$ cat src/core/tmr8_pkg.sv
/*
  Constants, mode codes and carrier structs for the 8-bit timer/counter
  with two compare channels.
  Assumes a single 200 MHz core clock and plain control ports.
*/
package tmr8_pkg;
  localparam int unsigned CNT_W = 8;
  localparam logic [7:0] BOTTOM_VAL = 8'h00;
  localparam logic [7:0] MAX_VAL = 8'hff;
  localparam logic [7:0] CNT_RST = 8'h00;
  localparam logic [7:0] CMP_RST = 8'h00;
  localparam logic [2:0] WGM_NORMAL = 3'h0;
  localparam logic [2:0] WGM_PC_MAX = 3'h1;
  localparam logic [2:0] WGM_CTC = 3'h2;
  localparam logic [2:0] WGM_FAST_MAX = 3'h3;
  localparam logic [2:0] WGM_PC_CMPA = 3'h5;
  localparam logic [2:0] WGM_FAST_CMPA = 3'h7;
  localparam logic [2:0] CS_STOP = 3'h0;
  localparam logic [1:0] COM_NONE = 2'h0;
  localparam logic [1:0] COM_TOGGLE = 2'h1;
  localparam logic [1:0] COM_CLEAR = 2'h2;
  localparam logic [1:0] COM_SET = 2'h3;
  localparam int unsigned FLAG_OVF = 0;
  localparam int unsigned FLAG_CMPA = 1;
  localparam int unsigned FLAG_CMPB = 2;

  typedef struct packed {
    logic [2:0] waveform_mode_field;
    logic [2:0] clock_select_field;
    logic async_clock_select;
    logic timer_power_reduction;
  } tmr8_ctrl_s;

  typedef struct packed {
    logic wr;
    logic [7:0] data;
  } tmr8_wr_s;
endpackage

$ cat src/core/tmr8_timer.sv
/*
  8-bit up/down timer/counter with two compare channels, flags and masks.
  Assumes tick sources are one-cycle pulses synchronous to core_clk, that
  the oscillator tick is already brought into this domain, and that the
  prescaler lives outside and delivers its chosen tick on io_tick.
*/
// Contract
// - Counter and compares are 8-bit; bidirectional counter.
// - BOTTOM 0x00, MAX 0xFF, TOP by mode.
// - Tick from I/O clock, else oscillator.
// - Clock select zero stops the counter.
// - CPU may access counter anytime; counter writes are ignored while the power-reduction bit is set.
// - CPU counter write beats hardware update.
// - Each tick clears, increments or decrements.
// - Three-bit waveform mode selects sequence.
// - Overflow flag set per mode; interrupts.
// - Comparator signals equality continuously.
// - Match sets flag at next tick.
// - Flag clears on service or write-one.
// - Flags visible, each masked separately.
// - Compares buffered only in PWM modes.
// - Buffer copies only at top/bottom.
// - CPU writes buffer or active register.
// - Force strobe updates output in non-PWM modes only, nothing else.
// - Counter write blocks matches next tick.
// - Output state survives mode changes.
// - Output mode bits act immediately.
// - Power-reduction bit disables the module.
// - Normal mode wraps, overflow at zero.
module tmr8_timer (
  input wire logic core_clk,
  input wire logic rst_n,
  input wire tmr8_pkg::tmr8_ctrl_s ctrl,
  input wire logic io_tick,
  input wire logic osc_tick,
  input wire tmr8_pkg::tmr8_wr_s cnt_wr,
  input wire tmr8_pkg::tmr8_wr_s cmpa_wr,
  input wire tmr8_pkg::tmr8_wr_s cmpb_wr,
  input wire logic [1:0] compare_output_mode_a,
  input wire logic [1:0] compare_output_mode_b,
  input wire logic [1:0] force_compare_strobe,
  input wire logic [2:0] flag_clear,
  input wire logic [2:0] flag_ack,
  input wire logic [2:0] timer_mask_register,
  output logic [7:0] counter_value,
  output logic [7:0] compare_value_a,
  output logic [7:0] compare_value_b,
  output logic [2:0] timer_flag_register,
  output logic [2:0] irq,
  output logic compare_output_a,
  output logic compare_output_b
);
  // ----------------------------------------
  // Mode decode and tick selection
  // ----------------------------------------
  logic [7:0] cnt_reg;
  logic [7:0] cnt_next;
  logic [7:0] ocr_reg [2];
  logic [7:0] buf_reg [2];
  logic oc_reg [2];
  logic [2:0] flag_reg;
  logic [2:0] flag_next;
  logic [2:0] irq_reg;
  logic [2:0] irq_next;
  logic down_reg;
  logic block_reg;
  logic block_next;
  logic [1:0] match_dly_reg;
  logic [1:0] match_dly_next;
  logic [7:0] shadow_a_reg;
  logic [7:0] shadow_b_reg;

  wire logic [2:0] wgm = ctrl.waveform_mode_field;
  wire logic enabled = !ctrl.timer_power_reduction;
  wire logic src_tick = ctrl.async_clock_select ? osc_tick : io_tick;
  wire logic tick = enabled && (ctrl.clock_select_field != tmr8_pkg::CS_STOP)
    && src_tick;
  wire logic phase_correct = (wgm == tmr8_pkg::WGM_PC_MAX) || (wgm == tmr8_pkg::WGM_PC_CMPA);
  wire logic fast_pwm = (wgm == tmr8_pkg::WGM_FAST_MAX) || (wgm == tmr8_pkg::WGM_FAST_CMPA);
  wire logic pwm = phase_correct || fast_pwm;
  wire logic top_is_cmpa = (wgm == tmr8_pkg::WGM_CTC) || (wgm == tmr8_pkg::WGM_PC_CMPA)
    || (wgm == tmr8_pkg::WGM_FAST_CMPA);
  wire logic [7:0] top_val = top_is_cmpa ? ocr_reg[0] : tmr8_pkg::MAX_VAL;
  wire logic at_top = (cnt_reg == top_val);
  wire logic at_bottom = (cnt_reg == tmr8_pkg::BOTTOM_VAL);
  wire logic at_max = (cnt_reg == tmr8_pkg::MAX_VAL);

  // ----------------------------------------
  // Counter sequence
  // ----------------------------------------
  wire logic dir_down = phase_correct && (at_top ? 1'b1 : (at_bottom ? 1'b0 : down_reg));
  always_comb
  begin
    cnt_next = cnt_reg;
    if (tick)
    begin
      if ((wgm == tmr8_pkg::WGM_CTC || fast_pwm) && at_top)
        cnt_next = tmr8_pkg::BOTTOM_VAL;
      else if (dir_down)
        cnt_next = cnt_reg - 8'h01;
      else
        cnt_next = cnt_reg + 8'h01;
    end
    if (cnt_wr.wr)
      cnt_next = cnt_wr.data;
  end

  // ----------------------------------------
  // Compare, update points and flag events
  // ----------------------------------------
  wire logic [1:0] match = {cnt_reg == ocr_reg[1], cnt_reg == ocr_reg[0]};
  wire logic upd_point = phase_correct ? at_top : (fast_pwm && at_bottom);
  wire logic upd_now = tick && pwm && upd_point;
  wire logic ovf_ev = tick && (phase_correct ? at_bottom : (fast_pwm ? at_top : at_max));
  wire logic [1:0] hit = tick ? match_dly_reg : 2'b00;
  wire logic [2:0] flag_set = {hit, ovf_ev};
  wire logic [2:0] flag_drop = flag_clear | flag_ack;
  wire logic [1:0] com [2];
  assign com[0] = compare_output_mode_a;
  assign com[1] = compare_output_mode_b;
  wire tmr8_pkg::tmr8_wr_s cw [2];
  assign cw[0] = cmpa_wr;
  assign cw[1] = cmpb_wr;

  // ----------------------------------------
  // Flag, interrupt and match blocking next state
  // ----------------------------------------
  always_comb
  begin
    flag_next = flag_set | (flag_reg & ~flag_drop);
    irq_next = flag_next & timer_mask_register;
    match_dly_next = match_dly_reg;
    if (tick)
      match_dly_next = block_reg ? 2'b00 : match;
    block_next = block_reg;
    if (cnt_wr.wr)
      block_next = 1'b1;
    else if (tick)
      block_next = 1'b0;
  end

  always_ff @(posedge core_clk or negedge rst_n)
  begin
    if (!rst_n)
    begin
      cnt_reg <= tmr8_pkg::CNT_RST;
      down_reg <= 1'b0;
      block_reg <= 1'b0;
      match_dly_reg <= 2'b00;
      flag_reg <= 3'h0;
      irq_reg <= 3'h0;
    end
    else if (enabled)
    begin
      cnt_reg <= cnt_next;
      if (tick)
        down_reg <= dir_down;
      block_reg <= block_next;
      match_dly_reg <= match_dly_next;
      flag_reg <= flag_next;
      irq_reg <= irq_next;
    end
  end

  // ----------------------------------------
  // Per-channel compare registers and output state
  // ----------------------------------------
  for (genvar ch = 0; ch < 2; ch++)
  begin : g_ch
    wire logic force_ok = !pwm && force_compare_strobe[ch];
    wire logic real_hit = hit[ch];
    wire logic fire = force_ok || (!pwm && real_hit);
    wire logic direct_wr = cw[ch].wr && !pwm;
    logic oc_pwm;
    logic oc_fire;
    logic oc_next;
    logic [7:0] ocr_next;
    logic [7:0] buf_next;
    always_comb
    begin
      oc_pwm = oc_reg[ch];
      if (fast_pwm && tick && at_bottom)
        oc_pwm = (com[ch] == tmr8_pkg::COM_SET) ? 1'b0 : 1'b1;
      if (pwm && real_hit)
      begin
        if (com[ch] == tmr8_pkg::COM_CLEAR)
          oc_pwm = phase_correct ? !down_reg : 1'b0;
        else if (com[ch] == tmr8_pkg::COM_SET)
          oc_pwm = phase_correct ? down_reg : 1'b1;
      end
    end
    always_comb
    begin
      oc_fire = oc_reg[ch];
      unique case (com[ch])
        tmr8_pkg::COM_NONE: oc_fire = oc_reg[ch];
        tmr8_pkg::COM_TOGGLE: oc_fire = !oc_reg[ch];
        tmr8_pkg::COM_CLEAR: oc_fire = 1'b0;
        tmr8_pkg::COM_SET: oc_fire = 1'b1;
      endcase
    end
    always_comb
    begin
      oc_next = oc_reg[ch];
      if (fire)
        oc_next = oc_fire;
      else if (com[ch] != tmr8_pkg::COM_NONE)
        oc_next = oc_pwm;
      buf_next = buf_reg[ch];
      if (cw[ch].wr)
        buf_next = cw[ch].data;
      ocr_next = ocr_reg[ch];
      if (direct_wr)
        ocr_next = cw[ch].data;
      else if (upd_now)
        ocr_next = buf_reg[ch];
    end
    always_ff @(posedge core_clk or negedge rst_n)
    begin
      if (!rst_n)
      begin
        ocr_reg[ch] <= tmr8_pkg::CMP_RST;
        buf_reg[ch] <= tmr8_pkg::CMP_RST;
        oc_reg[ch] <= 1'b0;
      end
      else if (enabled)
      begin
        buf_reg[ch] <= buf_next;
        ocr_reg[ch] <= ocr_next;
        oc_reg[ch] <= oc_next;
      end
    end
  end

  // ----------------------------------------
  // Registered outputs
  // ----------------------------------------
  always_ff @(posedge core_clk or negedge rst_n)
  begin
    if (!rst_n)
    begin
      shadow_a_reg <= tmr8_pkg::CMP_RST;
      shadow_b_reg <= tmr8_pkg::CMP_RST;
    end
    else
    begin
      shadow_a_reg <= pwm ? buf_reg[0] : ocr_reg[0];
      shadow_b_reg <= pwm ? buf_reg[1] : ocr_reg[1];
    end
  end

  assign counter_value = cnt_reg;
  assign compare_value_a = shadow_a_reg;
  assign compare_value_b = shadow_b_reg;
  assign timer_flag_register = flag_reg;
  assign irq = irq_reg;
  assign compare_output_a = oc_reg[0];
  assign compare_output_b = oc_reg[1];
endmodule

$ cat config.mk
export PLATFORM = sky130hd
export DESIGN_NAME = tmr8_timer
export DESIGN_NICKNAME = d
export VERILOG_FILES = /design/src/core/tmr8_pkg.sv /design/src/core/tmr8_timer.sv
export SDC_FILE = /design/constraint.sdc
export NUM_CORES = 1
export LEC_CHECK = 0
export BUFFER_PORTS_ARGS = -buffer_cell sky130_fd_sc_hd__buf_2
export CAP_MARGIN = 10
export CORE_MARGIN = 2
export CORE_UTILIZATION = 50
export CTS_CLUSTER_DIAMETER = 50
export DETAILED_ROUTE_END_ITERATION = 10
export GPL_TIMING_DRIVEN = 0
export PLACE_DENSITY = 0.75
export REMOVE_ABC_BUFFERS = 1
export SETUP_SLACK_MARGIN = 0.02
export SYNTH_ARGS = -nofsm -noshare
export SYNTH_HDL_FRONTEND = slang
export SYNTH_SLANG_ARGS = --single-unit
export TNS_END_PERCENT = 30
$ cat constraint.sdc
create_clock -name core_clk -period 4.5 [get_ports core_clk]
set_clock_uncertainty 0.15 [all_clocks]
set_input_delay 0.45 -clock core_clk [delete_from_list [all_inputs] [get_ports core_clk]]
set_output_delay 0.45 -clock core_clk [all_outputs]
set_load 0.05 [all_outputs]
==> impl_metrics.yaml, run 1 <==
power_and_ir_drop:
  comb_power_share_pct: 29.0
  peakVddDrop_mv: 0.243
  switching_power_mw: 0.654
  sw_frac_of_total_pct: 37.2
  powerDensity_mw_per_mm2: 400
  leakage_nw: 1.88
  p_seq_share_pct: 45.1
  internal_power_mw: 1.10
  p_clk_share_pct: 25.9
routing:
  vias: 3051
  dr.pass1.iters: 4
  drt_iter0_drc: 198
  wl_per_cell_microns: 16.7
  ant_nets: 0
  vias_per_cell: 5.77
  wl_microns: 8850
  drcViolationCount: 0
synthesis:
  ys.warnings.count: 0
  synth-compound-area-share_pct: 20.3
  synthMuxAreaShare_pct: 10.0
  synth-seq-cells: 68
  postSynthCellCount: 347
  synth_edf_count: 0
  syn_area_per_cell_sq_um: 10.9
  async_reset_ff_share_pct: 100
  synthSimpleGateAreaFrac_pct: 13.2
  ys_types: 56
  synth_top_family_by_area: "compound AO/OA/AOI/OAI gates"
  syn_area_sq_mm: 0.00378
  synth-xor-area-share_pct: 4.17
  ys_seq_area_share_pct: 45.0
  synth_ff_type: "dfrtp_1"
  synth_fa_ha_area_share_pct: 2.52
die:
  rows: 31
  pin_count: 86
  die_height_microns: 90.9
  die_area_sq_mm: 0.00827
  start_util_pct: 51.8
  core_sq_mm: 0.00729
  die_width_microns: 90.9
setup_path:
  worstReg2RegStart: "counter_value[1]"
  cp.arrival_ns: 4.26
  slowest_delay_ns: 0.52
  crit_chain: "nor2b_1, a221o_1, nor4_4, o21ai_1, a21oi_4, ha_1, a21oi_1, o2111ai_1, nor4bb_1, a311o_1, a211oi_2, o22ai_1, a221o_1"
  regToRegEndpoint: "counter_value[7]"
  cp_top_family: "compound AO/OA/AOI/OAI gates"
  critical_path_buf_inv_count: 0
  r2r_cells: 13
  endpoint_kind: "flop"
  slowest_stage: "dfrtp_1"
  critPathKind: "flop to flop"
  cp_max_fo: 10
  crit_top_cell: "a221o_1"
  r2r_setup_slack_ns: 0.33
  cp.required_ns: 4.59
  startpoint_type: "flop"
run:
  maxCapViolations: 0
grt:
  grt_max_degree: 69
  grtUsageMet3_pct: 5.26
  met2_usage_pct: 36.4
  grt_pass1_vias: 2994
  top_usage_layer: "met2"
  grt_pass1_wl_microns: 14900
  antenna_found_initial: 0
  track_usage_pct: 22.5
  grtUsageMet1_pct: 30.7
  overflow: 0
place:
  io_buffers: 85
  dp.cells: 512
  place_hpwl_microns: 6050
  gp_congestion: 0.861
clock_network:
  cts_buffers: 9
  cts_tree: "yes"
  cts_setup_buffers: 0
  cts_root_buf: "clkbuf_8"
  clock_latency_ns: 0.35
  clkTransAtPathRegs_ns: 0.08
  h-tree-depth: 3
  clk_path_buf_depth: 2
  cts_sinks: 68
finish:
  drive_gt1_share_pct: 33.3
  nNetsFinal: 486
  final_cell_mix: "buf_2 (85), dfrtp_1 (68), o22a_1 (32), mux2_2 (31), nand2_1 (24)"
  final_cells: 529
  area_delta_synth_final_pct: 16.3
  fillers: 654
  diodes: 0
  final_common_cell: "buf_2"
timing:
  relSlewSlack_pct: 43.5
  grt_setup_unrepaired: "no"
  worst_pin_slew_ns: 0.848
  hold_violations: 0
  post-route-period-util_pct: 92.7
  fin_crit_ns: 4.17
  max_freq_ghz: 0.240
  fin_hold_ws_ns: 0.0475
  setup_violations: 0
  drv_slew: 0
worst_hold_path:
  hold_path_class: "input pin to asynchronous set/reset pin"
status:
  status: "completed"
==> per-layer routing <==
| metal | routed length, microns | vias up |
|---|---|---|
| met2 | 4190 | 114 |
| met4 | 72 | 0 |
| li1 | - | 1460 |
| met1 | 4020 | 1468 |
| met5 | 0 | - |
| met3 | 567 | 9 |
==> power by group through the flow <==
stage / clock network (mW) / registers, mW / logic, mW
floorplan: 0 / 0.933 / 0.217
global placement: 0 / 0.798 / 0.496
finish: 0.456 / 0.792 / 0.510
detailed placement: 0 / 0.802 / 0.507
CTS: 0.464 / 0.791 / 0.512
global route: 0.495 / 0.804 / 0.552
==> cell families after synthesis <==
kind of cell,count (synthesis)
mux,34
simple gates,93
fa+ha+maj,7
flops,68
compound gates,96
xor+xnor,18
buf+inv,31
==> metrics by stage <==
| step | util (%) | setup WS, ns | total power, mW | area (sq um) | TNS, ns |
|---|---|---|---|---|---|
| 3_3_place_gp | 57.5 | -0.260 | 1.29 | 4200 | -0.260 |
| 4_1_cts | 60.1 | 0.163 | 1.77 | 4380 | 0 |
| 3_5_place_dp | 57.6 | -0.316 | 1.31 | 4200 | -0.316 |
| 5_1_grt | 60.2 | 0.113 | 1.85 | 4390 | 0 |
| 6_report | 60.2 | 0.330 | 1.76 | 4390 | 0 |
| 2_1_floorplan | - | 0.309 | 1.15 | 3650 | 0 |
==> what timing repair did <==
| action | CTS | global route |
|---|---|---|
| setup endpoints to repair | 1 | 1 |
| hold buffers | 0 | 0 |
| gates resized for setup | 1 | 2 |
==> layout make-up <==
cell class / count / area (sq um) / share of cell area, %
multi-input cells: 248 / 1910 / 43.5
flip-flops and latches: 68 / 1700 / 38.7
repair buffers: 86 / 433 / 9.86
clock buffers: 11 / 141 / 3.22
well taps: 99 / 124 / 2.82
inverters: 12 / 45.0 / 1.03
clock inverters: 5 / 36.3 / 0.826
==> worst reg2reg max path, stage by stage (launching register included) <==
cell and delay, ns:
dfrtp_1 0.52, nor2b_1 0.20, a221o_1 0.31, nor4_4 0.32, o21ai_1 0.27, a21oi_4 0.32
ha_1 0.28, a21oi_1 0.26, o2111ai_1 0.26, nor4bb_1 0.21, a311o_1 0.34, a211oi_2 0.19
o22ai_1 0.12, a221o_1 0.31
==> how the worst max path moves through the flow <==
stage                           from          endpoint  slack, ns  cells past startpoint
floorplan           counter_value[1]  counter_value[7]       0.31                     13
global placement             ctrl[5]  counter_value[7]      -0.26                     14
detailed placement           ctrl[5]  counter_value[7]      -0.32                     13
CTS                 counter_value[1]  counter_value[7]       0.16                     13
global route        counter_value[1]  counter_value[7]       0.11                     13
finish              counter_value[1]  counter_value[7]       0.33                     13
==> cell usage after synthesis, types with 3 or more instances <==
library cell  instances  area [sq um]
a221o_1               4          40.0
a21oi_1              11          55.1
xor2_1                7          61.3
a22oi_1               4          30.0
nor3b_1               4          30.0
nand4_1               3          18.8
buf_6                 6          67.6
mux2i_1               3          30.0
nor2_1               17          63.8
o211ai_1              4          30.0
nand3_1               8          40.0
ha_1                  6          75.1
clkbuf_1              9          33.8
nand2_1              24          90.1
nor2b_1               3          18.8
dfrtp_1              68          1700
mux2_2               31           349
o22a_1               32           280
nand2b_1              5          31.3
inv_1                12          45.0
o21ai_0              17          85.1
nor4_1                5          31.3
nor3_1               10          50.1
xnor2_1              11          96.3
Power figures use the tool's default switching activity.
==> run 2: changes to the inputs <==
CELL_PAD_IN_SITES_DETAIL_PLACEMENT = 1   (was unset)
CELL_PAD_IN_SITES_GLOBAL_PLACEMENT = 2   (was unset)
CORE_UTILIZATION = 37   (was 50)
PLACE_DENSITY = unset   (was 0.75)
PLACE_DENSITY_LB_ADDON = 0.1   (was unset)
clock period = 5.1 ns   (was 4.5 ns; I/O delays follow)
==> run 2 against run 1 <==
Effect of this change: first-iteration DRC count down 48%; global-route usage down 3.0 points; worst setup slack better by 0.0032 ns; largest cell class unchanged.
==> impl_metrics.yaml, run 2 (synthesized netlist as in run 1, its figures left out) <==
setup_path:
  startpoint_type: "input pin"
  cp_max_fo: 33
  startpoint: "ctrl[5]"
  endpoint_kind: "flop"
  cp.required_ns: 5.18
  worstReg2RegStart: "counter_value[1]"
  critPathKind: "input pin to flop"
  cp.arrival_ns: 4.85
routing:
  m1WireLength_microns: 4780
  wl_per_cell_microns: 17.8
  dr.pass1.iters: 6
  drcViolationCount: 0
  wl_met3_microns: 329
  ant_nets: 0
  wl_microns: 10100
  vias: 3038
  drt_iter0_drc: 102
  vias_per_cell: 5.39
  highest-signal-layer: "met4"
  wl_met2_microns: 4790
clock_network:
  cts_buffers: 9
  cts_setup_buffers: 0
  clk_path_buf_depth: 2
  cts_root_buf: "clkbuf_8"
  clock_latency_ns: 0.35
  h-tree-depth: 3
  cts_tree: "yes"
  ctsResizeCount: 0
  clkTransAtPathRegs_ns: 0.07
  cts_sinks: 68
die:
  die_area_sq_mm: 0.0110
  pin_count: 86
  die_width_microns: 105
  start_util_pct: 38.3
  die_height_microns: 105
  rows: 36
  core_sq_mm: 0.00986
worst_hold_path:
  worstHoldStart: "cnt_wr[3]"
  hold_path_class: "input pin to flop"
grt:
  track_usage_pct: 19.4
  grt_max_degree: 58
  overflow: 0
  grt_pass1_vias: 3321
  antenna_found_initial: 0
  grt_pass1_wl_microns: 16900
finish:
  final_common_cell: "buf_2"
  diodes: 0
  regArea_sq_mm: 0.00170
  final_cell_mix: "buf_2 (84), dfrtp_1 (68), o22a_1 (32), mux2_2 (31), nand2_1 (24)"
  fillers: 1134
  nNetsFinal: 488
  multi_input_area_sq_mm: 0.00190
  area_delta_synth_final_pct: 18.3
  drive_gt1_share_pct: 32.7
timing:
  setup_violations: 0
  finalSetupTns_ns: 0
  max_freq_ghz: 0.210
  drv_slew: 0
  fin_ws_ns: 0.334
  hold_violations: 0
  worst_pin_slew_ns: 0.807
  fin_crit_ns: 4.77
  relSlewSlack_pct: 46.2
  grt_setup_unrepaired: "no"
  post-route-period-util_pct: 93.5
power_and_ir_drop:
  powerDensity_mw_per_mm2: 356
  peakVddDrop_mv: 0.174
  leakage_nw: 1.90
place:
  preCtsSetupSlack_ns: 0.0385
  place_hpwl_microns: 7180
  io_buffers: 85
  gp_congestion: 0.820
status:
  status: "completed"
run:
  maxCapViolations: 0
[run 2: through the flow]
step	utilization (%)	hold slack [ns]	power, mW	instance area (sq um)	std cells
6_report	45.3	0.234	1.59	4470	564
3_3_place_gp	43.0	0.311	1.16	4240	546
5_1_grt	45.3	0.249	1.68	4470	564
4_1_cts	45.3	0.227	1.61	4470	564
3_5_place_dp	43.3	0.233	1.17	4280	548
2_1_floorplan	-	0.0644	1.01	3650	328
[run 2: path summary, 6_finish.rpt]
kind	endpoint	slack, ns	cells after the start
setup reg to reg	counter_value[7]	0.39	13
min in group asynchronous	irq[1]	0.41	2
max in group asynchronous	compare_value_a[1]	3.84	3
setup / recovery	counter_value[7]	0.33	14
hold reg to reg	irq[1]	0.34	2
hold / removal	counter_value[3]	0.23	3
[run 2: power by group]
part           total, mW  internal (mW)  switching (mW)
sequential         0.705          0.619          0.0862
clock              0.435          0.224           0.211
combinational      0.452          0.167           0.284
total               1.59           1.01           0.582
[run 2: layout make-up]
type                       instances  share of cell area (%)
clock buffer                      11                    2.94
clock inverter                     4                    1.15
inverter                          12                    1.01
multi-input combinational        248                    42.5
sequential                        68                    38.1
tap                              133                    3.72
timing repair buffer              88                    10.6
[run 2: layer usage]
metal | vias to the layer above | GRT usage [%]
met5 | - | 0
met4 | 0 | 8.57
met3 | 12 | 2.99
met2 | 59 | 31.4
met1 | 1508 | 25.7
li1 | 1459 | -
[run 2: what timing repair did]
action                     CTS  global route
hold buffers                 1             0
setup endpoints to repair    0             0
hold endpoints to repair    11             0
[run 2: critical path, stage by stage]
cell       delay (ns)
buf_2            0.33
nor3b_1          0.53
a21oi_1          0.16
nor4_4           0.24
o21ai_0          0.33
a21oi_1          0.64
ha_1             0.35
a21oi_1          0.23
o2111ai_1        0.25
nor4bb_1         0.21
a311o_1          0.34
a211oi_2         0.22
o22ai_1          0.13
a221o_1          0.32
==> run 3: changes to the inputs <==
ABC_AREA = 1   (was unset)
CORE_MARGIN = unset   (was 2)
CORE_UTILIZATION = 33   (was 37)
GPL_TIMING_DRIVEN = unset   (was 0)
==> run 3 against run 2 <==
Effect of this change: sequential power shrank 1%; hold slack lost 0.14 ns; synthesized cell count grew 46%; non-clock buffer count shrank 1; register-to-register slack gained 1.7 ns; fmax grew 53%; combinational power grew 6.4%; clock power grew 51%; final cell count grew 31%; clock-buffer cell count grew 2; critical path type unchanged.
==> impl_metrics.yaml, run 3 <==
synthesis:
  syn_area_sq_mm: 0.00385
  yosys-top-cells-area: "dfrtp_1 (44%), nand2_1 (16%), o21ai_0 (8.6%)"
  synth_top_area_cell: "dfrtp_1"
  synth-seq-cells: 68
  synth_edf_count: 0
  ys_types: 39
  synth_ff_type: "dfrtp_1"
  ys.warnings.count: 0
  async_reset_ff_share_pct: 100
  postSynthCellCount: 508
  synth.most_common_cell: "nand2_1"
  yosys-top-cells-count: "nand2_1 (160), dfrtp_1 (68), o21ai_0 (66)"
  syn_area_per_cell_sq_um: 7.58
  synth_top_area_share_pct: 44.2
  ys_seq_area_share_pct: 44.2
setup_path:
  slowest_stage: "buf_2"
  cp_top_family: "simple AND/OR/NAND/NOR gates"
  cp_max_fo: 30
  endpoint_kind: "flop"
  crit_chain: "buf_2, inv_2, nor2_4, inv_1, nor2_1, nand2_1, nand2_1, ha_1, a21oi_1, nand2_1, nand2_1, nand2_1, a21oi_1, xor2_1, o21bai_1"
  critPathKind: "input pin to flop"
  startpoint_type: "input pin"
  slowest_delay_ns: 0.45
  cp.required_ns: 5.17
  critical_path_buf_inv_count: 3
  crit_top_cell: "nand2_1"
  cp.arrival_ns: 3.19
die:
  core_sq_mm: 0.0114
  die_width_microns: 110
  die_area_sq_mm: 0.0121
  pin_count: 86
  rows: 39
  die_height_microns: 110
  start_util_pct: 33.9
place:
  gp_congestion: 0.829
  io_buffers: 85
  preCtsSetupSlack_ns: 1.59
  place_hpwl_microns: 8440
timing:
  post-route-period-util_pct: 61.1
  fin_hold_ws_ns: 0.0981
  drv_slew: 0
  relSlewSlack_pct: 48.9
  hold_violations: 0
  max_freq_ghz: 0.321
  setup_violations: 0
  worst_pin_slew_ns: 0.766
  grt_setup_unrepaired: "no"
  fin_ws_ns: 1.98
  finalSetupTns_ns: 0
  fin_crit_ns: 3.12
power_and_ir_drop:
  sw_frac_of_total_pct: 35.7
  p_seq_share_pct: 37.9
  p_clk_share_pct: 35.8
  internal_power_mw: 1.18
  peakVddDrop_mv: 0.153
  finalPower_mw: 1.83
  switching_power_mw: 0.654
  comb_power_share_pct: 26.2
  powerDensity_mw_per_mm2: 389
  leakage_nw: 2.55
clock_network:
  cts_root_buf: "clkbuf_16"
  cts_tree: "yes"
  cts_sinks: 68
  clkTransAtPathRegs_ns: 0.06
  cts_setup_buffers: 0
  clock_latency_ns: 0.33
  ctsResizeCount: 0
  h-tree-depth: 3
  cts_buffers: 9
  clk_path_buf_depth: 2
  cts_hold_repair.buffers: 0
grt:
  grt_pass1_vias: 3582
  track_usage_pct: 20.4
  grt_max_degree: 39
  antenna_found_initial: 0
  grt_pass1_wl_microns: 18300
  overflow: 0
finish:
  drive_gt1_share_pct: 20.9
  area_delta_synth_final_pct: 22.4
  nNetsFinal: 654
  final_common_cell: "nand2_1"
  diodes: 0
  final_cell_mix: "nand2_1 (160), buf_2 (85), dfrtp_1 (68), o21ai_0 (66), inv_1 (54)"
run:
  maxCapViolations: 0
routing:
  dr.pass1.iters: 4
  ant_nets: 0
  drt_iter0_drc: 114
  wl_microns: 11300
  drcViolationCount: 0
  vias_per_cell: 4.91
  wl_per_cell_microns: 15.2
  vias: 3638
status:
  status: "completed"
worst_hold_path:
  hold_path_class: "input pin to asynchronous set/reset pin"
-- run 3: routing by layer --
metal	vias up	routed length [microns]	part of all wire, %	track usage (%)
met2	61	5350	47	32.7
met1	1746	5400	48	27.8
met4	0	133	1.2	5.52
met5	-	0	0	0
li1	1823	-	-	-
met3	8	389	3.5	4.12
-- run 3: cell type report --
class	count	area [sq um]
multi-input combinational	365	1840
clock buffer	13	270
fill	1432	6660
tap	143	179
timing repair buffer	87	440
sequential	68	1700
clock inverter	3	43.8
inverter	62	238
-- run 3: cell families (layout without fill, tap and decap cells) --
group                      Yosys count  in the layout  share of synthesized area (%)
xor gates and xnor gates             9              9                           2.05
and+or+nand+nor                    252            252                           29.9
adders and majority gates            7              7                           2.47
AOI/OAI and AO/OA                   97             97                           13.4
buffers and inverters               75            165                           8.03
DFF                                 68             68                           44.2
-- run 3: worst paths after layout --
| kind | start | end | slack (ns) | depth (start not counted) |
|---|---|---|---|---|
| min in group core_clk | timer_mask_register[0] | irq[0] | 0.26 | 3 |
| max | ctrl[5] | counter_value[6] | 1.98 | 15 |
| min reg2reg | ocr_reg[10] | ocr_reg[10] | 0.32 | 2 |
| min | rst_n | counter_value[0] | 0.1 | 1 |
| max in group asynchronous | rst_n | buf_reg[0] | 3.73 | 2 |
| max reg2reg | counter_value[3] | counter_value[6] | 2.07 | 16 |
-- run 3: power by group through the flow --
stage                     registers (mW)  clock network [mW]  logic [mW]
after floorplan                    0.805                   0       0.218
after global placement             0.703                   0       0.480
after detailed placement           0.706                   0       0.487
after CTS                          0.697               0.673       0.491
after global routing               0.707               0.701       0.539
final                              0.695               0.657       0.481
-- run 3: per-stage QoR --
step                      instances  instance area (sq um)  utilization (%)
final                           741                   4710             41.4
after global routing            741                   4710             41.4
after CTS                       741                   4710             41.4
after detailed placement        725                   4400             38.7
after global placement          725                   4400             38.7
after floorplan                 495                   3780                -
